[src/rtl/tcm_port_pkg.sv]
/*
  Shared constants, encodings and carriers of the tightly coupled memory
  port. Assumes a single clock domain and a 32-bit word memory.
*/
`default_nettype none
package tcm_port_pkg;

  localparam int ADDR_W = 18;
  localparam int DATA_W = 32;
  localparam int LANE_W = 4;
  localparam int SIZE_CFG_W = 4;
  localparam int FIFO_DEPTH = 4;

  // Size configuration codes
  localparam logic [3:0] SIZE_ABSENT = 4'h0;
  localparam logic [3:0] SIZE_MIN = 4'h3;
  localparam logic [3:0] SIZE_MAX = 4'hb;

  // Reset values
  localparam logic [3:0] LANES_NONE = 4'h0;
  localparam logic [17:0] ADDR_RST = 18'h00000;
  localparam logic [31:0] DATA_RST = 32'h00000000;

  typedef enum logic [1:0] {
    ACC_BYTE = 2'b00,
    ACC_HALF = 2'b01,
    ACC_WORD = 2'b10
  } acc_size_e;

  typedef struct packed {
    logic [17:0] addr;
    logic write;
    acc_size_e size;
    logic [1:0] byte_off;
    logic [31:0] wdata;
  } mem_req_s;

  typedef struct packed {
    logic [31:0] rdata;
    logic write;
    logic err;
  } mem_rsp_s;

  localparam int REQ_W = $bits(mem_req_s);

endpackage : tcm_port_pkg
`default_nettype wire

[src/rtl/tcm_lane_decode.sv]
/*
  Byte-lane strobe decoder for one memory access.
  Assumes little-endian lane order and a legal size code.
*/
`timescale 1ns/10ps
`default_nettype none
module tcm_lane_decode
  import tcm_port_pkg::*;
(
  input wire logic write,
  input wire acc_size_e size,
  input wire logic [1:0] byte_off,
  output logic [3:0] lanes
);

  genvar g;
  generate
    for (g = 0; g < LANE_W; g = g + 1)
    begin : g_lane
      localparam logic [1:0] LANE = 2'(g);
      // Reads never raise a lane
      assign lanes[g] = write &&
        ((size == ACC_WORD) ||
         (size == ACC_HALF && byte_off[1] == LANE[1]) ||
         (size == ACC_BYTE && byte_off == LANE));
    end
  endgenerate

endmodule : tcm_lane_decode
`default_nettype wire

[src/rtl/tcm_req_fifo.sv]
/*
  Small flip-flop FIFO with valid/ready on both sides.
  Assumes one clock, synchronous reset and a power-of-two depth.
*/
`timescale 1ns/10ps
`default_nettype none
module tcm_req_fifo
  import tcm_port_pkg::*;
#(
  parameter int WIDTH = REQ_W,
  parameter int DEPTH = FIFO_DEPTH
)
(
  input wire logic clk,
  input wire logic rst,
  input wire logic ce,
  input wire logic in_valid,
  output logic in_ready,
  input wire logic [WIDTH-1:0] in_data,
  output logic out_valid,
  input wire logic out_ready,
  output logic [WIDTH-1:0] out_data
);

  localparam int PW = $clog2(DEPTH);
  localparam int CW = $clog2(DEPTH + 1);
  localparam logic [CW-1:0] FULL_CNT = CW'(DEPTH);

  logic [WIDTH-1:0] mem_ff [DEPTH];
  logic [PW-1:0] wr_ptr_ff;
  logic [PW-1:0] rd_ptr_ff;
  logic [CW-1:0] count_ff;
  logic push;
  logic pop;

  assign in_ready = (count_ff != FULL_CNT);
  assign out_valid = (count_ff != '0);
  assign out_data = mem_ff[rd_ptr_ff];
  assign push = in_valid && in_ready;
  assign pop = out_valid && out_ready;

  always_ff @(posedge clk)
  begin
    if (ce && push)
    begin
      mem_ff[wr_ptr_ff] <= in_data;
    end
  end

  always_ff @(posedge clk)
  begin
    if (rst)
    begin
      wr_ptr_ff <= '0;
      rd_ptr_ff <= '0;
      count_ff <= '0;
    end
    else if (ce)
    begin
      if (push)
        wr_ptr_ff <= wr_ptr_ff + PW'(1);
      if (pop)
        rd_ptr_ff <= rd_ptr_ff + PW'(1);
      if (push && !pop)
        count_ff <= count_ff + CW'(1);
      else if (pop && !push)
        count_ff <= count_ff - CW'(1);
    end
  end

endmodule : tcm_req_fifo
`default_nettype wire

[src/rtl/tightly_coupled_mem_port.sv]
/*
  Processor-side port to a tightly coupled instruction memory, plus the
  byte-lane and write-data outputs of the data-memory port. Assumes the
  memory, the DMA agent and the core all run on clk.
*/
`timescale 1ns/10ps
`default_nettype none

// Operation
// - Data lanes are driven in request cycles, all zero on reads.
// - Data write data is valid in request cycles and held while waited.
// - The reset strap enables the memory and, without high vectors, boot.
// - An 18-bit word address is output, valid in request cycles.
// - Chip select rises in the cycle before the access it announces.
// - With DMA enabled the DMA address passes through, selects are ORed.
// - Idle is 0 during an access and 1 otherwise or when disabled.
// - The direction flag is 0 for reads and 1 for writes.
// - Sequential marks a follow-on address, and is high after each waited cycle.
// - Wait high in request or wait cycles stalls; otherwise ignored.
// - Instruction lanes are zero on reads and mark bytes on writes.
// - Instruction write data is valid in request and waited write cycles.
module tightly_coupled_mem_port
  import tcm_port_pkg::*;
(
  input wire logic clk,
  input wire logic rst,
  input wire logic ce,
  input wire logic reset_imem_enable,
  input wire logic high_vectors_select,
  input wire logic [3:0] imem_size_cfg,
  output logic imem_enabled,
  output logic boot_from_imem,
  output logic size_cfg_reserved,
  input wire logic req_valid,
  output logic req_ready,
  input wire mem_req_s req,
  output logic rsp_valid,
  output mem_rsp_s rsp,
  output logic [17:0] imem_word_addr,
  output logic imem_chip_select,
  output logic imem_idle,
  output logic imem_dir_flag,
  output logic imem_sequential,
  output logic [3:0] imem_byte_lanes,
  output logic [31:0] imem_write_data,
  input wire logic [31:0] imem_read_data,
  input wire logic imem_wait,
  input wire logic imem_dma_enable,
  input wire logic [17:0] imem_dma_addr,
  input wire logic imem_dma_chip_select,
  input wire logic dmem_req_valid,
  output logic dmem_req_ready,
  input wire mem_req_s dmem_req,
  input wire logic dmem_wait,
  output logic [3:0] dmem_byte_lanes,
  output logic [31:0] dmem_write_data,
  output logic dmem_dir_flag
);

  typedef enum logic {
    ST_IDLE = 1'b0,
    ST_REQ = 1'b1
  } port_state_e;

  function automatic logic size_legal(input logic [3:0] code);
    size_legal = (code >= SIZE_MIN) && (code <= SIZE_MAX);
  endfunction : size_legal

  ////////////////////////////////////////////////////////////////////////
  // Reset strap and size configuration
  logic enabled_ff;
  logic hivec_ff;
  logic present;
  // Strap is caught on the clock while reset is held, not asynchronously
  always_ff @(posedge clk)
  begin
    if (rst)
    begin
      enabled_ff <= reset_imem_enable;
      hivec_ff <= high_vectors_select;
    end
  end

  assign imem_enabled = enabled_ff;
  assign boot_from_imem = enabled_ff && !hivec_ff;
  // Reserved codes are flagged and treated as absent memory
  assign size_cfg_reserved = (imem_size_cfg != SIZE_ABSENT) &&
                             !size_legal(imem_size_cfg);
  assign present = enabled_ff && size_legal(imem_size_cfg);

  ////////////////////////////////////////////////////////////////////////
  // Request buffer
  logic q_valid;
  logic q_ready;
  mem_req_s q;
  logic [3:0] q_lanes;
  tcm_req_fifo #(
    .WIDTH(REQ_W),
    .DEPTH(FIFO_DEPTH)
  ) u_fifo (
    .clk(clk),
    .rst(rst),
    .ce(ce),
    .in_valid(req_valid),
    .in_ready(req_ready),
    .in_data(req),
    .out_valid(q_valid),
    .out_ready(q_ready),
    .out_data(q)
  );

  tcm_lane_decode u_imem_lanes (
    .write(q.write),
    .size(q.size),
    .byte_off(q.byte_off),
    .lanes(q_lanes)
  );

  ////////////////////////////////////////////////////////////////////////
  // Access sequencing
  port_state_e state_ff;
  logic done;
  logic slot;
  logic cs_int;
  logic drop;
  // Wait is only looked at in request and wait cycles
  assign done = (state_ff == ST_REQ) && !imem_wait;
  assign slot = (state_ff == ST_IDLE) || done;
  assign q_ready = slot;
  // Chip select may depend on wait, so back-to-back needs no gap
  assign cs_int = slot && q_valid && present;
  assign drop = slot && q_valid && !present;

  always_ff @(posedge clk)
  begin
    if (rst)
      state_ff <= ST_IDLE;
    else if (ce)
    begin
      unique case (state_ff)
        ST_IDLE:
          state_ff <= cs_int ? ST_REQ : ST_IDLE;
        ST_REQ:
          if (done)
            state_ff <= cs_int ? ST_REQ : ST_IDLE;
      endcase
    end
  end

  ////////////////////////////////////////////////////////////////////////
  // Request outputs
  logic [17:0] addr_ff;
  logic dir_ff;
  logic [3:0] lanes_ff;
  logic [31:0] wdata_ff;
  always_ff @(posedge clk)
  begin
    if (rst)
    begin
      addr_ff <= ADDR_RST;
      dir_ff <= 1'b0;
      lanes_ff <= LANES_NONE;
      wdata_ff <= DATA_RST;
    end
    else if (ce)
    begin
      if (cs_int)
      begin
        addr_ff <= q.addr;
        dir_ff <= q.write;
        lanes_ff <= q_lanes;
        wdata_ff <= q.wdata;
      end
      else if (slot)
      begin
        // No strobe may stay up once the write is over
        lanes_ff <= LANES_NONE;
        dir_ff <= 1'b0;
      end
    end
  end

  // DMA override is combinational so the agent sees no added latency
  assign imem_word_addr = imem_dma_enable ? imem_dma_addr : addr_ff;
  assign imem_chip_select = cs_int ||
                            (imem_dma_enable && imem_dma_chip_select);
  assign imem_idle = (state_ff != ST_REQ);
  assign imem_dir_flag = dir_ff;
  assign imem_byte_lanes = lanes_ff;
  assign imem_write_data = wdata_ff;

  ////////////////////////////////////////////////////////////////////////
  // Sequential hint
  logic seq_ff;
  logic waited_ff;
  logic have_prev_ff;
  logic dma_seen_ff;
  always_ff @(posedge clk)
  begin
    if (rst)
    begin
      seq_ff <= 1'b0;
      have_prev_ff <= 1'b0;
    end
    else if (ce && cs_int)
    begin
      // Previous address is lost after DMA, so the hint is dropped
      seq_ff <= have_prev_ff && !dma_seen_ff &&
                (q.addr == addr_ff + 18'h00001);
      have_prev_ff <= 1'b1;
    end
  end

  always_ff @(posedge clk)
  begin
    if (rst)
      waited_ff <= 1'b0;
    else if (ce)
      waited_ff <= (state_ff == ST_REQ) && imem_wait;
  end

  always_ff @(posedge clk)
  begin
    if (rst)
      dma_seen_ff <= 1'b0;
    else if (ce)
    begin
      // Set wins over clear when both land in one cycle
      if (imem_dma_enable && imem_dma_chip_select)
        dma_seen_ff <= 1'b1;
      else if (cs_int)
        dma_seen_ff <= 1'b0;
    end
  end

  assign imem_sequential = (state_ff == ST_REQ) && (seq_ff || waited_ff);

  ////////////////////////////////////////////////////////////////////////
  // Responses
  logic rsp_valid_ff;
  mem_rsp_s rsp_ff;
  always_ff @(posedge clk)
  begin
    if (rst)
    begin
      rsp_valid_ff <= 1'b0;
      rsp_ff <= '0;
    end
    else if (ce)
    begin
      rsp_valid_ff <= done || drop;
      if (done)
      begin
        // Data is taken only when the cycle is not waited
        rsp_ff.rdata <= dir_ff ? DATA_RST : imem_read_data;
        rsp_ff.write <= dir_ff;
        rsp_ff.err <= 1'b0;
      end
      else if (drop)
      begin
        rsp_ff.rdata <= DATA_RST;
        rsp_ff.write <= q.write;
        rsp_ff.err <= 1'b1;
      end
    end
  end

  assign rsp_valid = rsp_valid_ff;
  assign rsp = rsp_ff;

  ////////////////////////////////////////////////////////////////////////
  // Data-memory write lanes and data
  logic dmem_busy_ff;
  logic dmem_hold;
  logic [3:0] dmem_lanes_nxt;
  logic [3:0] dmem_lanes_ff;
  logic [31:0] dmem_wdata_ff;
  logic dmem_dir_ff;
  tcm_lane_decode u_dmem_lanes (
    .write(dmem_req.write),
    .size(dmem_req.size),
    .byte_off(dmem_req.byte_off),
    .lanes(dmem_lanes_nxt)
  );

  assign dmem_hold = dmem_busy_ff && dmem_wait;
  assign dmem_req_ready = !dmem_hold;

  always_ff @(posedge clk)
  begin
    if (rst)
    begin
      dmem_busy_ff <= 1'b0;
      dmem_lanes_ff <= LANES_NONE;
      dmem_wdata_ff <= DATA_RST;
      dmem_dir_ff <= 1'b0;
    end
    else if (ce && !dmem_hold)
    begin
      dmem_busy_ff <= dmem_req_valid;
      dmem_dir_ff <= dmem_req_valid && dmem_req.write;
      // Lanes fall to zero between accesses and on reads
      dmem_lanes_ff <= dmem_req_valid ? dmem_lanes_nxt
                                      : LANES_NONE;
      if (dmem_req_valid)
        dmem_wdata_ff <= dmem_req.wdata;
    end
  end

  assign dmem_byte_lanes = dmem_lanes_ff;
  assign dmem_write_data = dmem_wdata_ff;
  assign dmem_dir_flag = dmem_dir_ff;
endmodule : tightly_coupled_mem_port
`default_nettype wire

[config.mk]
export PLATFORM = sky130hd
export DESIGN_NAME = tightly_coupled_mem_port
export DESIGN_NICKNAME = d
export VERILOG_FILES = /design/src/rtl/tcm_port_pkg.sv /design/src/rtl/tcm_lane_decode.sv /design/src/rtl/tcm_req_fifo.sv /design/src/rtl/tightly_coupled_mem_port.sv
export SDC_FILE = /design/constraint.sdc
export NUM_CORES = 1
export LEC_CHECK = 0
export BUFFER_PORTS_ARGS = -buffer_cell sky130_fd_sc_hd__buf_2
export CAP_MARGIN = 5
export CELL_PAD_IN_SITES_DETAIL_PLACEMENT = 1
export CELL_PAD_IN_SITES_GLOBAL_PLACEMENT = 2
export CORE_UTILIZATION = 36
export DETAILED_ROUTE_END_ITERATION = 8
export PLACE_DENSITY = 0.85
export SYNTH_ARGS = -nofsm -noshare
export SYNTH_HDL_FRONTEND = slang
export SYNTH_SLANG_ARGS = --single-unit
[constraint.sdc]
create_clock -name clk -period 3.5 [get_ports clk]
set_input_delay 0.7 -clock clk [delete_from_list [all_inputs] [get_ports clk]]
set_output_delay 0.7 -clock clk [all_outputs]
set_load 0.005 [all_outputs]
==> results of run 1 <==
-- state kept, by name, indices dropped and copies added (netlist names), 2 cells and up, named ones only --
name	flops
addr_ff	18
u_fifo.wr_ptr_ff	2
rsp	34
imem_byte_lanes	4
dmem_write_data	32
u_fifo.mem_ff	220
u_fifo.rd_ptr_ff	2
imem_write_data	32
u_fifo.count_ff	3
dmem_byte_lanes	4
-- metrics by stage --
stage | power (uW) | utilization (%)
after CTS | 11000 | 45.5
after global routing | 11300 | 45.5
after detailed placement | 6880 | 42.2
after floorplan | 6250 | -
after global placement | 6830 | 42.2
final | 10800 | 45.6
-- routing by layer --
metal | global-route usage [%] | wire [um] | up-vias
li1 | - | - | 4401
met1 | 22.3 | 15300 | 4611
met2 | 31.6 | 17600 | 257
met3 | 5.41 | 2660 | 77
met4 | 7.55 | 1100 | 8
met5 | 0 | 54 | -
-- where the power goes --
group          total, uW  internal [uW]  switching, uW
logic               1790            814            976
registers           4970           4790            179
clock network       4060           2340           1720
-- worst max path at each step --
stage,cells past startpoint,to,slack (ns)
2_1_floorplan,3,u_fifo.mem_ff[0][0],0.71
3_3_place_gp,5,imem_byte_lanes[3],0.98
3_5_place_dp,8,imem_byte_lanes[1],0.90
4_1_cts,4,imem_chip_select,0.94
5_1_grt,7,seq_ff,0.79
6_report,4,imem_chip_select,0.99
-- area by class of cell --
class	count	area, um2	share of cell area, %
diodes	3	7.51	0.0435
clock buffers	50	1080	6.26
clock inverters	22	178	1.03
inverters	12	45.0	0.261
multi-input cells	613	4120	23.9
flip-flops and latches	364	9510	55.2
well taps	511	639	3.71
repair buffers	315	1650	9.58
-- critical path, stage by stage (launching register included) --
cell and delay, ns:
edfxtp_1 0.43, nand3_1 0.26, buf_4 0.25, o21ai_0 0.14, buf_2 0.17
-- layout by cell type (no fill, tap or decap), types with 3 or more instances in the layout --
master | synthesis | routed
nand2_1 | 229 | 229
mux4_1 | 6 | 6
xnor2_1 | 25 | 25
clkinv_1 | 0 | 6
a21oi_1 | 133 | 132
inv_1 | 12 | 12
ha_1 | 6 | 6
o21ai_0 | 14 | 14
nand4_1 | 4 | 4
nor2b_1 | 3 | 3
clkbuf_16 | 0 | 41
buf_4 | 0 | 24
clkbuf_1 | 43 | 7
edfxtp_1 | 222 | 222
clkinv_2 | 0 | 8
nor3_1 | 10 | 8
and2_2 | 0 | 4
clkinvlp_4 | 0 | 4
mux2_2 | 13 | 13
nand3_1 | 42 | 42
diode_2 | 0 | 3
a21o_1 | 3 | 3
mux4_2 | 49 | 49
dfxtp_1 | 142 | 140
nor2_1 | 29 | 29
buf_2 | 8 | 290
xor2_1 | 8 | 8
and3_1 | 5 | 5
-- cells by family after synthesis --
family | synth area share (%)
buffers and inverters | 2.12
and+or+nand+nor | 10.2
DFF | 68.4
AOI/OAI and AO/OA | 6.16
adders and majority gates | 0.684
xor gates and xnor gates | 2.20
muxes | 10.3
==> run summary, run 1 <==
total number of vias - 9,354
vias per cell - 4.95
worst min-delay path startpoint - reset_imem_enable
vias in the first global route - 9,716
R2R depth - 7
Leakage - 0.00634 uW
postcts setup bufs - 0
hold_ws - 0.317 ns
DIE AREA - 39,400 um2
drt pass-1 iters - 4
CP Data Required Time - 2.80 ns
hold path cells - 1
initial drt markers - 289
flip-flop and latch count after synthesis - 364
gr usage total - 18.7%
post-cts resize count - 0
DR WL/cell - 19.5 um
share of cells above drive strength 1 - 32.6%
# DRC - 0
GRT overflow - 0
Synth Flop Type - edfxtp_1
gpl congestion - 0.783
Layout Nets - 1,528
status - finished clean
TritonCTS Buffers - 40
R2R Path End - seq_ff
Max Cap Violations - 0
RSZ-0062 raised after global routing - false
final hold vios - 0
final WL - 36,800 um
Syn Inst Count - 1,047
Slew Viols, Final - 0
minimum clock period - 2.51 ns
Hold Path End - imem_enabled
Post-synth EDFFs - 222
clock-pin slew on the worst setup and hold paths - 0.06 ns
crit end category - output pin
initial antenna violation count - 7
placed cell count - 1,815
clock latency on the worst-skew pair - 0.56 ns
top-area cell type share of the netlist area - 47.9%
Synth cell types - 45
mapped cell area - 13,900 um2
final setup violation count - 0
Crit. Startpoint - imem_enabled
largest net degree at the start of global routing - 64
FILL cells - 4,068
initial core utilization - 36.7%
synth warn - 0
Max VDD drop - 0.000479 V
CP Class - reg -> out
Area Overhead vs Synth - 24.0%
CP Max Fanout - 5
max frequency - 398 MHz
post-route ant nets - 0
crit start category - register
clk root buf - clkbuf_16
die height - 199 um
design area - 17,200 um2
mean post-synth cell area - 13.3 um2
CTS Buffer Depth - 3
CP arrival - 1.81 ns
Synth area leader - edfxtp_1
fin cells - 1,890
list of most frequent post-synthesis cells - nand2_1, edfxtp_1, dfxtp_1, a21oi_1, mux4_2
first-pass GRT wire length - 55,300 um
Fin Clk Skew - 0.0187 ns
pwr dens - 628 nW/um2
Syn Nets - 1,229
Ports - 310
Setup WS post-layout - 0.990 ns
Seq/Total Area, Yosys - 68.4%
Worst-Margin Slew - 0.871 ns
Area after DPL - 16,000 um2
Reg2Reg Setup Slack - 1.04 ns
Slew HR - 41.9%
htree depth - 2
IO buf count - 291
worst hold path class - in -> reg
hold_buf cts - 0
Setup TNS Final - 0 ns
top-count cell post-synth - nand2_1
crit share post-route - 71.7%
Area contributors post-synth - edfxtp_1, dfxtp_1, mux4_2
ys async rst share - 0%
std cell rows - 71
CTS tree - done
DPL Wire Length - 24,100 um
Core ar. - 37,800 um2
worst slack at placement - 0.897 ns
Die W - 199 um
clock tree sinks - 364
No activity file was read; power rests on OpenSTA's default activity.
==> run 2: changes to the inputs <==
--- a/config.mk
+++ b/config.mk
@@ -9,9 +9,9 @@
 export CAP_MARGIN = 5
 export CELL_PAD_IN_SITES_DETAIL_PLACEMENT = 1
 export CELL_PAD_IN_SITES_GLOBAL_PLACEMENT = 2
-export CORE_UTILIZATION = 36
+export CORE_UTILIZATION = 33
 export DETAILED_ROUTE_END_ITERATION = 8
-export PLACE_DENSITY = 0.85
+export PLACE_DENSITY = 0.82
 export SYNTH_ARGS = -nofsm -noshare
 export SYNTH_HDL_FRONTEND = slang
 export SYNTH_SLANG_ARGS = --single-unit
==> constraint.sdc (replaced) <==
create_clock -name clk -period 2 [get_ports clk]
set_input_delay 0.4 -clock clk [delete_from_list [all_inputs] [get_ports clk]]
set_output_delay 0.4 -clock clk [all_outputs]
set_load 0.005 [all_outputs]
==> run 2 against run 1 <==
Effect of this change: the run now ends with setup timing left; clock power grew 95%; core utilization shrank 1.7 points; power grew 88%; flip-flop and latch count is the same; sequential share of layout area shrank 2.5 points; clock-buffer cell count grew 3; critical path type is now reg -> reg; largest cell class unchanged.
==> run summary, run 2 (synthesis results as in run 1) <==
CP Class - reg -> reg
total number of vias - 9,597 (+2.6%)
Area Overhead vs Synth - 29.9%
first-pass GRT wire length - 58,800 um (+6.4%)
most common cell after layout, fill and taps aside - buf_2
Max Cap Violations - 0 (unchanged)
Slew Viols, Final - 0 (unchanged)
Area after DPL - 16,400 um2 (+2.8%)
clock-pin slew on the worst setup and hold paths - 0.06 ns (about the same)
initial antenna violation count - 10 (+3)
Fin Clk Skew - 0.0126 ns (-0.00616 ns)
Ports - 310 (unchanged)
Largest register FFs - 220 (unchanged)
CTS Buffer Depth - 3 (unchanged)
gpl congestion - 0.745 (-4.8%)
hold_ws - 0.0487 ns (-0.269 ns)
std cell rows - 74 (+4.2%)
final WL - 38,400 um (+4.5%)
worst hold path class - in -> reg
Switching Fraction - 26.1% (-0.44 points)
final setup violation count - 1 (+1)
design area - 18,100 um2 (+4.8%)
clock tree sinks - 364 (unchanged)
crit end category - register
pwr dens - 1130 nW/um2 (+80%)
DR WL/cell - 19.6 um (+0.89%)
post-route ant nets - 0 (unchanged)
Die W - 207 um (+4.4%)
Layout Nets - 1,571 (+2.8%)
CP arrival - 2.65 ns (+0.84 ns)
DPL Wire Length - 25,800 um (+7.4%)
Core ar. - 41,200 um2 (+8.9%)
initial drt markers - 440 (+52%)
clk root buf - clkbuf_16
Worst-Margin Slew - 0.665 ns (-0.206 ns)
final hold vios - 0 (unchanged)
Leakage - 0.00674 uW (+6.3%)
GRT overflow - 0 (unchanged)
worst slack at placement - -0.192 ns (-1.09 ns)
CP Data Required Time - 2.50 ns (-0.30 ns)
vias per cell - 4.90 (-0.97%)
htree depth - 2 (unchanged)
crit start category - register
crit share post-route - 108%
final core utilization - 43.8% (-1.7 points)
status - finished, violations left
Psw - 5330 uW (+85%)
Max VDD drop - 0.000935 V (+95%)
CTS tree - done
CP Max Fanout - 6 (+1)
largest net degree at the start of global routing - 52 (-19%)
# DRC - 0 (unchanged)
failing checks - setup timing
RSZ-0062 raised after global routing - true
most frequent cells in the layout - buf_2, nand2_1, edfxtp_1
drt pass-1 iters - 4 (unchanged)
max frequency - 464 MHz
minimum clock period - 2.16 ns
share of cells above drive strength 1 - 36.4% (+3.8 points)
Setup TNS Final - -0.157 ns (-0.157 ns)
gr usage total - 17.8% (-0.93 points)
die height - 207 um (+4.4%)
power share of the clock group - 38.8% (+1.2 points)
Top reg by flops - u_fifo.mem_ff
Setup WS post-layout - -0.157 ns (-1.15 ns)
TritonCTS Buffers - 41 (+2.5%)
Internal Power - 15,000 uW (+89%)
IO buf count - 291 (unchanged)
vias in the first global route - 10,100 (+4.4%)
FILL cells - 4,401 (+8.2%)
initial core utilization - 33.8% (-3.0 points)
Gate power share - 18.9% (+2.4 points)
clock latency on the worst-skew pair - 0.57 ns (about the same)
sequential share of power - 42.3% (-3.6 points)
Slew HR - 55.6% (+14 points)
DIE AREA - 43,000 um2 (+9.0%)
run 2: worst max-delay path, stage by stage, from the launching register on:
cell and delay, ns:
dfxtp_4 0.43, buf_4 0.15, mux4_2 0.53, xnor2_2 0.17, or3b_1 0.39, a21oi_2 0.17, nand4_1 0.09, o21ai_1 0.15
run 2: path summary, 6_finish.rpt:
kind / start / to / cells past startpoint / slack, ns
max: register / seq_ff / 7 / -0.16
max reg2reg: register / seq_ff / 7 / -0.16
min reg2reg: rsp[9] / rsp[9] / 2 / 0.45
min: req[18] / u_fifo.mem_ff[2][18] / 1 / 0.05
run 2: through the flow:
step / std cells / total power, uW
4_1_cts: 1951 / 20500
2_1_floorplan: 1047 / 10900
5_1_grt: 1956 / 21300
6_report: 1958 / 20400
3_3_place_gp: 1870 / 12300
3_5_place_dp: 1870 / 12400
run 2: cell type report:
type                            instances  area [um2]  area share (%)
Antenna cell                            4        10.0          0.0554
Clock inverter                         23         293            1.62
Multi-Input combinational cell        613        4230            23.4
Tap cell                              532         666            3.69
Inverter                               12        45.0           0.249
Sequential cell                       364        9520            52.7
Clock buffer                           53        1120            6.21
Timing Repair Buffer                  357        2170            12.0
run 2: power groups by stage:
stage,registers (uW),clock network (uW),logic (uW)
floorplan,8690,0,2230
global placement,8730,0,3540
detailed placement,8760,0,3620
CTS,8610,8150,3760
global route,8660,8390,4210
finish,8620,7900,3860
run 2: layer usage:
layer | part of all wire [%] | vias up | GRT usage, %
met4 | 3.0 | 12 | 6.69
met2 | 49 | 271 | 30.6
li1 | - | 4484 | -
met1 | 41 | 4744 | 20.9
met3 | 6.4 | 86 | 5.10
met5 | 0.22 | - | 0
run 2: timing repair:
action	CTS	global route
buffers inserted	3	2
resized for setup	18	15
setup endpoints to repair	4	6
hold buffers	2	0
hold endpoints to repair	2	0
cloned	0	1
pin swaps	8	4
==> run 3: changes to the inputs <==
--- a/config.mk
+++ b/config.mk
@@ -9,9 +9,11 @@
 export CAP_MARGIN = 5
 export CELL_PAD_IN_SITES_DETAIL_PLACEMENT = 1
 export CELL_PAD_IN_SITES_GLOBAL_PLACEMENT = 2
+export CORE_MARGIN = 5
 export CORE_UTILIZATION = 33
 export DETAILED_ROUTE_END_ITERATION = 8
 export PLACE_DENSITY = 0.82
 export SYNTH_ARGS = -nofsm -noshare
 export SYNTH_HDL_FRONTEND = slang
+export SYNTH_HIERARCHICAL = 1
 export SYNTH_SLANG_ARGS = --single-unit
==> run 3 against run 2 <==
Effect of this change: the run still ends with setup timing left; sequential power decreased by 0.9%; clock-buffer cell count increased by 2; hold slack better by 0.011 ns; routed wire length grew 7.5%; critical path depth is 1 higher; power down 1.2%; critical path type unchanged; critical endpoint unchanged; highest routed layer unchanged.
==> run summary, run 3 <==
synth warn - 6 (+6)
final setup violation count - 7 (+6)
initial antenna violation count - 12 (+2)
FILL cells - 4,575 (+4.0%)
sequential share of power - 42.4% (about the same)
ys async rst share - 0% (unchanged)
Area contributors post-synth - edfxtp_1, dfxtp_1, mux4_2
RSZ-0062 raised after global routing - true
worst hold path class - in -> reg
CP Data Required Time - 2.48 ns (-0.02 ns)
clk root buf - clkbuf_16
final core utilization - 43.5% (-0.34 points)
failing checks - setup timing
met2 Use GR - 29.2% (-1.4 points)
GRT overflow - 0 (unchanged)
Synth Flop Type - edfxtp_1
DIE AREA - 47,200 um2 (+9.9%)
top-count cell post-synth - nand2_1
R2R Path End - seq_ff
final hold vios - 0 (unchanged)
crit start category - register
DPL Wire Length - 28,800 um (+12%)
max frequency - 429 MHz (-7.5%)
most common cell after layout, fill and taps aside - buf_2
initial drt markers - 476 (+8.2%)
mapped cell area - 14,200 um2 (+1.9%)
Core ar. - 42,800 um2 (+3.9%)
clock-pin slew on the worst setup and hold paths - 0.06 ns (about the same)
Max VDD drop - 0.000840 V (-10%)
Syn Nets - 1,246 (+1.4%)
Top reg by flops - u_fifo/mem_ff
xor/xnor share of the synthesized area - 1.54% (-0.65 points)
first-pass GRT wire length - 62,400 um (+6.1%)
Gate power share - 20.6% (+1.7 points)
Reg2Reg Setup Slack - -0.33 ns (-0.18 ns)
status - finished, violations left
Synth area leader - edfxtp_1
Area Overhead vs Synth - 31.3%
Setup TNS Final - -0.619 ns (-0.463 ns)
gpl congestion - 0.808 (+8.5%)
list of most frequent post-synthesis cells - nand2_1, edfxtp_1, dfxtp_1, a21oi_1, mux4_2
minimum clock period - 2.33 ns (+0.176 ns)
adder-cell share of the synthesized area - 0.671% (-0.013 points)
# DRC - 0 (unchanged)
Largest register FFs - 220 (unchanged)
Fin Clk Skew - 0.00920 ns (-0.00339 ns)
vias in the first global route - 10,700 (+5.8%)
Die W - 217 um (+4.8%)
IO buf count - 291 (unchanged)
total power - 20,100 uW (-1.2%)
power share of the clock group - 37.0% (-1.8 points)
routing usage on met1 - 20.8% (-0.12 points)
initial core utilization - 33.1% (-0.62 points)
CTS Buffer Depth - 3 (unchanged)
Slew Viols, Final - 0 (unchanged)
largest family of logic cells by synthesized area - simple AND/OR/NAND/NOR gates
vias per cell - 4.94 (+0.78%)
largest net degree at the start of global routing - 83 (+60%)
GRT met3 Usage - 4.95% (-0.15 points)
Post-synth EDFFs - 222 (unchanged)
gr usage total - 16.9% (-0.82 points)
std cell rows - 76 (+2.7%)
Synth cell types - 60 (+33%)
Setup WS post-layout - -0.333 ns (-0.176 ns)
die height - 217 um (+4.8%)
clock latency on the worst-skew pair - 0.55 ns (-0.02 ns)
CTS tree - done
Synth Area in Compound Gates - 6.91% (+0.75 points)
Max Cap Violations - 0 (unchanged)
Most Used Layer, Global Route - met2
DR WL/cell - 20.5 um (+4.5%)
Syn Inst Count - 1,064 (+1.6%)
R2R depth - 8 (+1)
final WL - 41,300 um (+7.5%)
mux contribution to synthesized area - 10.6% (+0.37 points)
Ports - 310 (unchanged)
worst min-delay path startpoint - req[35]
clock tree sinks - 364 (unchanged)
CP Max Fanout - 5 (-1)
pwr dens - 1080 nW/um2 (-4.1%)
share of cells above drive strength 1 - 39.3% (+2.9 points)
Leakage - 0.00697 uW (+3.3%)
CP arrival - 2.82 ns (+0.17 ns)
top-area cell type share of the netlist area - 47.0% (-0.91 points)
crit share post-route - 117% (+8.8 points)
Psw - 5260 uW (-1.3%)
crit end category - register
TritonCTS Buffers - 41 (unchanged)
Switching Fraction - 26.1% (-0.036 points)
most frequent cells in the layout - buf_2, edfxtp_1, nand2_1
Slew HR - 62.9% (+7.3 points)
worst setup path endpoint - seq_ff
Worst-Margin Slew - 0.549 ns (-0.116 ns)
CP Class - reg -> reg
flip-flop and latch count after synthesis - 364 (unchanged)
total number of vias - 9,948 (+3.7%)
Internal Power - 14,900 uW (-1.1%)
htree depth - 2 (unchanged)
mean post-synth cell area - 13.3 um2 (+0.31%)
Layout Nets - 1,616 (+2.9%)
Seq/Total Area, Yosys - 67.1% (-1.3 points)
Simple-Gate Fraction of Synth Area - 10.7% (+0.52 points)
post-route ant nets - 0 (unchanged)
drt pass-1 iters - 5 (+1)
[run 3: layout make-up]
class                   count  area (um2)  area share, %
diodes                      2        5.00         0.0269
clock inverters            20         203           1.09
inverters                  11        41.3          0.222
repair buffers            390        2530           13.6
well taps                 546         683           3.67
multi-input cells         626        4490           24.1
clock buffers              55        1140           6.12
flip-flops and latches    364        9520           51.1
[run 3: worst min-delay path by stage]
stage | end | cells past startpoint
2_1_floorplan | waited_ff | 1
3_3_place_gp | rsp[12] | 2
3_5_place_dp | dmem_byte_lanes[3] | 2
4_1_cts | u_fifo/mem_ff[1][23] | 1
5_1_grt | u_fifo/mem_ff[3][35] | 1
6_report | u_fifo/mem_ff[3][35] | 1
[run 3: what timing repair did]
action,in CTS,in global routing
resized for setup,24,33
buffers inserted,4,3
cloned,0,4
hold buffers,2,0
endpoints found under the hold margin,2,0
setup endpoints to repair,49,16
pin swaps,9,8
[run 3: per-stage QoR]
stage	worst slack (ns)	cells	hold slack (ns)	cell area [um2]
2_1_floorplan	-0.384	1064	0.428	14200
3_3_place_gp	-0.381	1925	0.435	16900
3_5_place_dp	-0.365	1925	0.443	16900
4_1_cts	-0.371	2005	0.0181	18300
5_1_grt	-0.454	2013	0.0270	18600
6_report	-0.333	2014	0.0597	18600
[run 3: routing by layer]
metal	vias up	wire length [um]
met4	20	930
met1	4930	17100
li1	4642	-
met2	281	20400
met5	-	134
met3	75	2740
[run 3: kinds of logic (layout without fill, tap and decap cells)]
family / after synthesis / count (layout)
mux: 79 / 79
xor+xnor: 25 / 25
compound gates: 172 / 172
other cells: 0 / 2
fa+ha+maj: 7 / 7
simple gates: 343 / 343
buf+inv: 74 / 476
flops: 364 / 364
[run 3: worst max-delay path, stage by stage (launching register included)]
cell and delay [ns]:
dfxtp_4 0.38, buf_12 0.12, mux4_2 0.54, xnor2_2 0.14, nand4b_1 0.12, or4_4 0.43, nor4_2 0.27, nand4_1 0.12
o21ai_1 0.13
[run 3: power groups by stage]
stage	Combinational (uW)	Clock (uW)	Sequential [uW]
after floorplan	2280	0	8640
after global placement	3550	0	8670
after detailed placement	3630	0	8700
after CTS	3850	7680	8540
after global routing	4500	8050	8580
final	4140	7450	8540
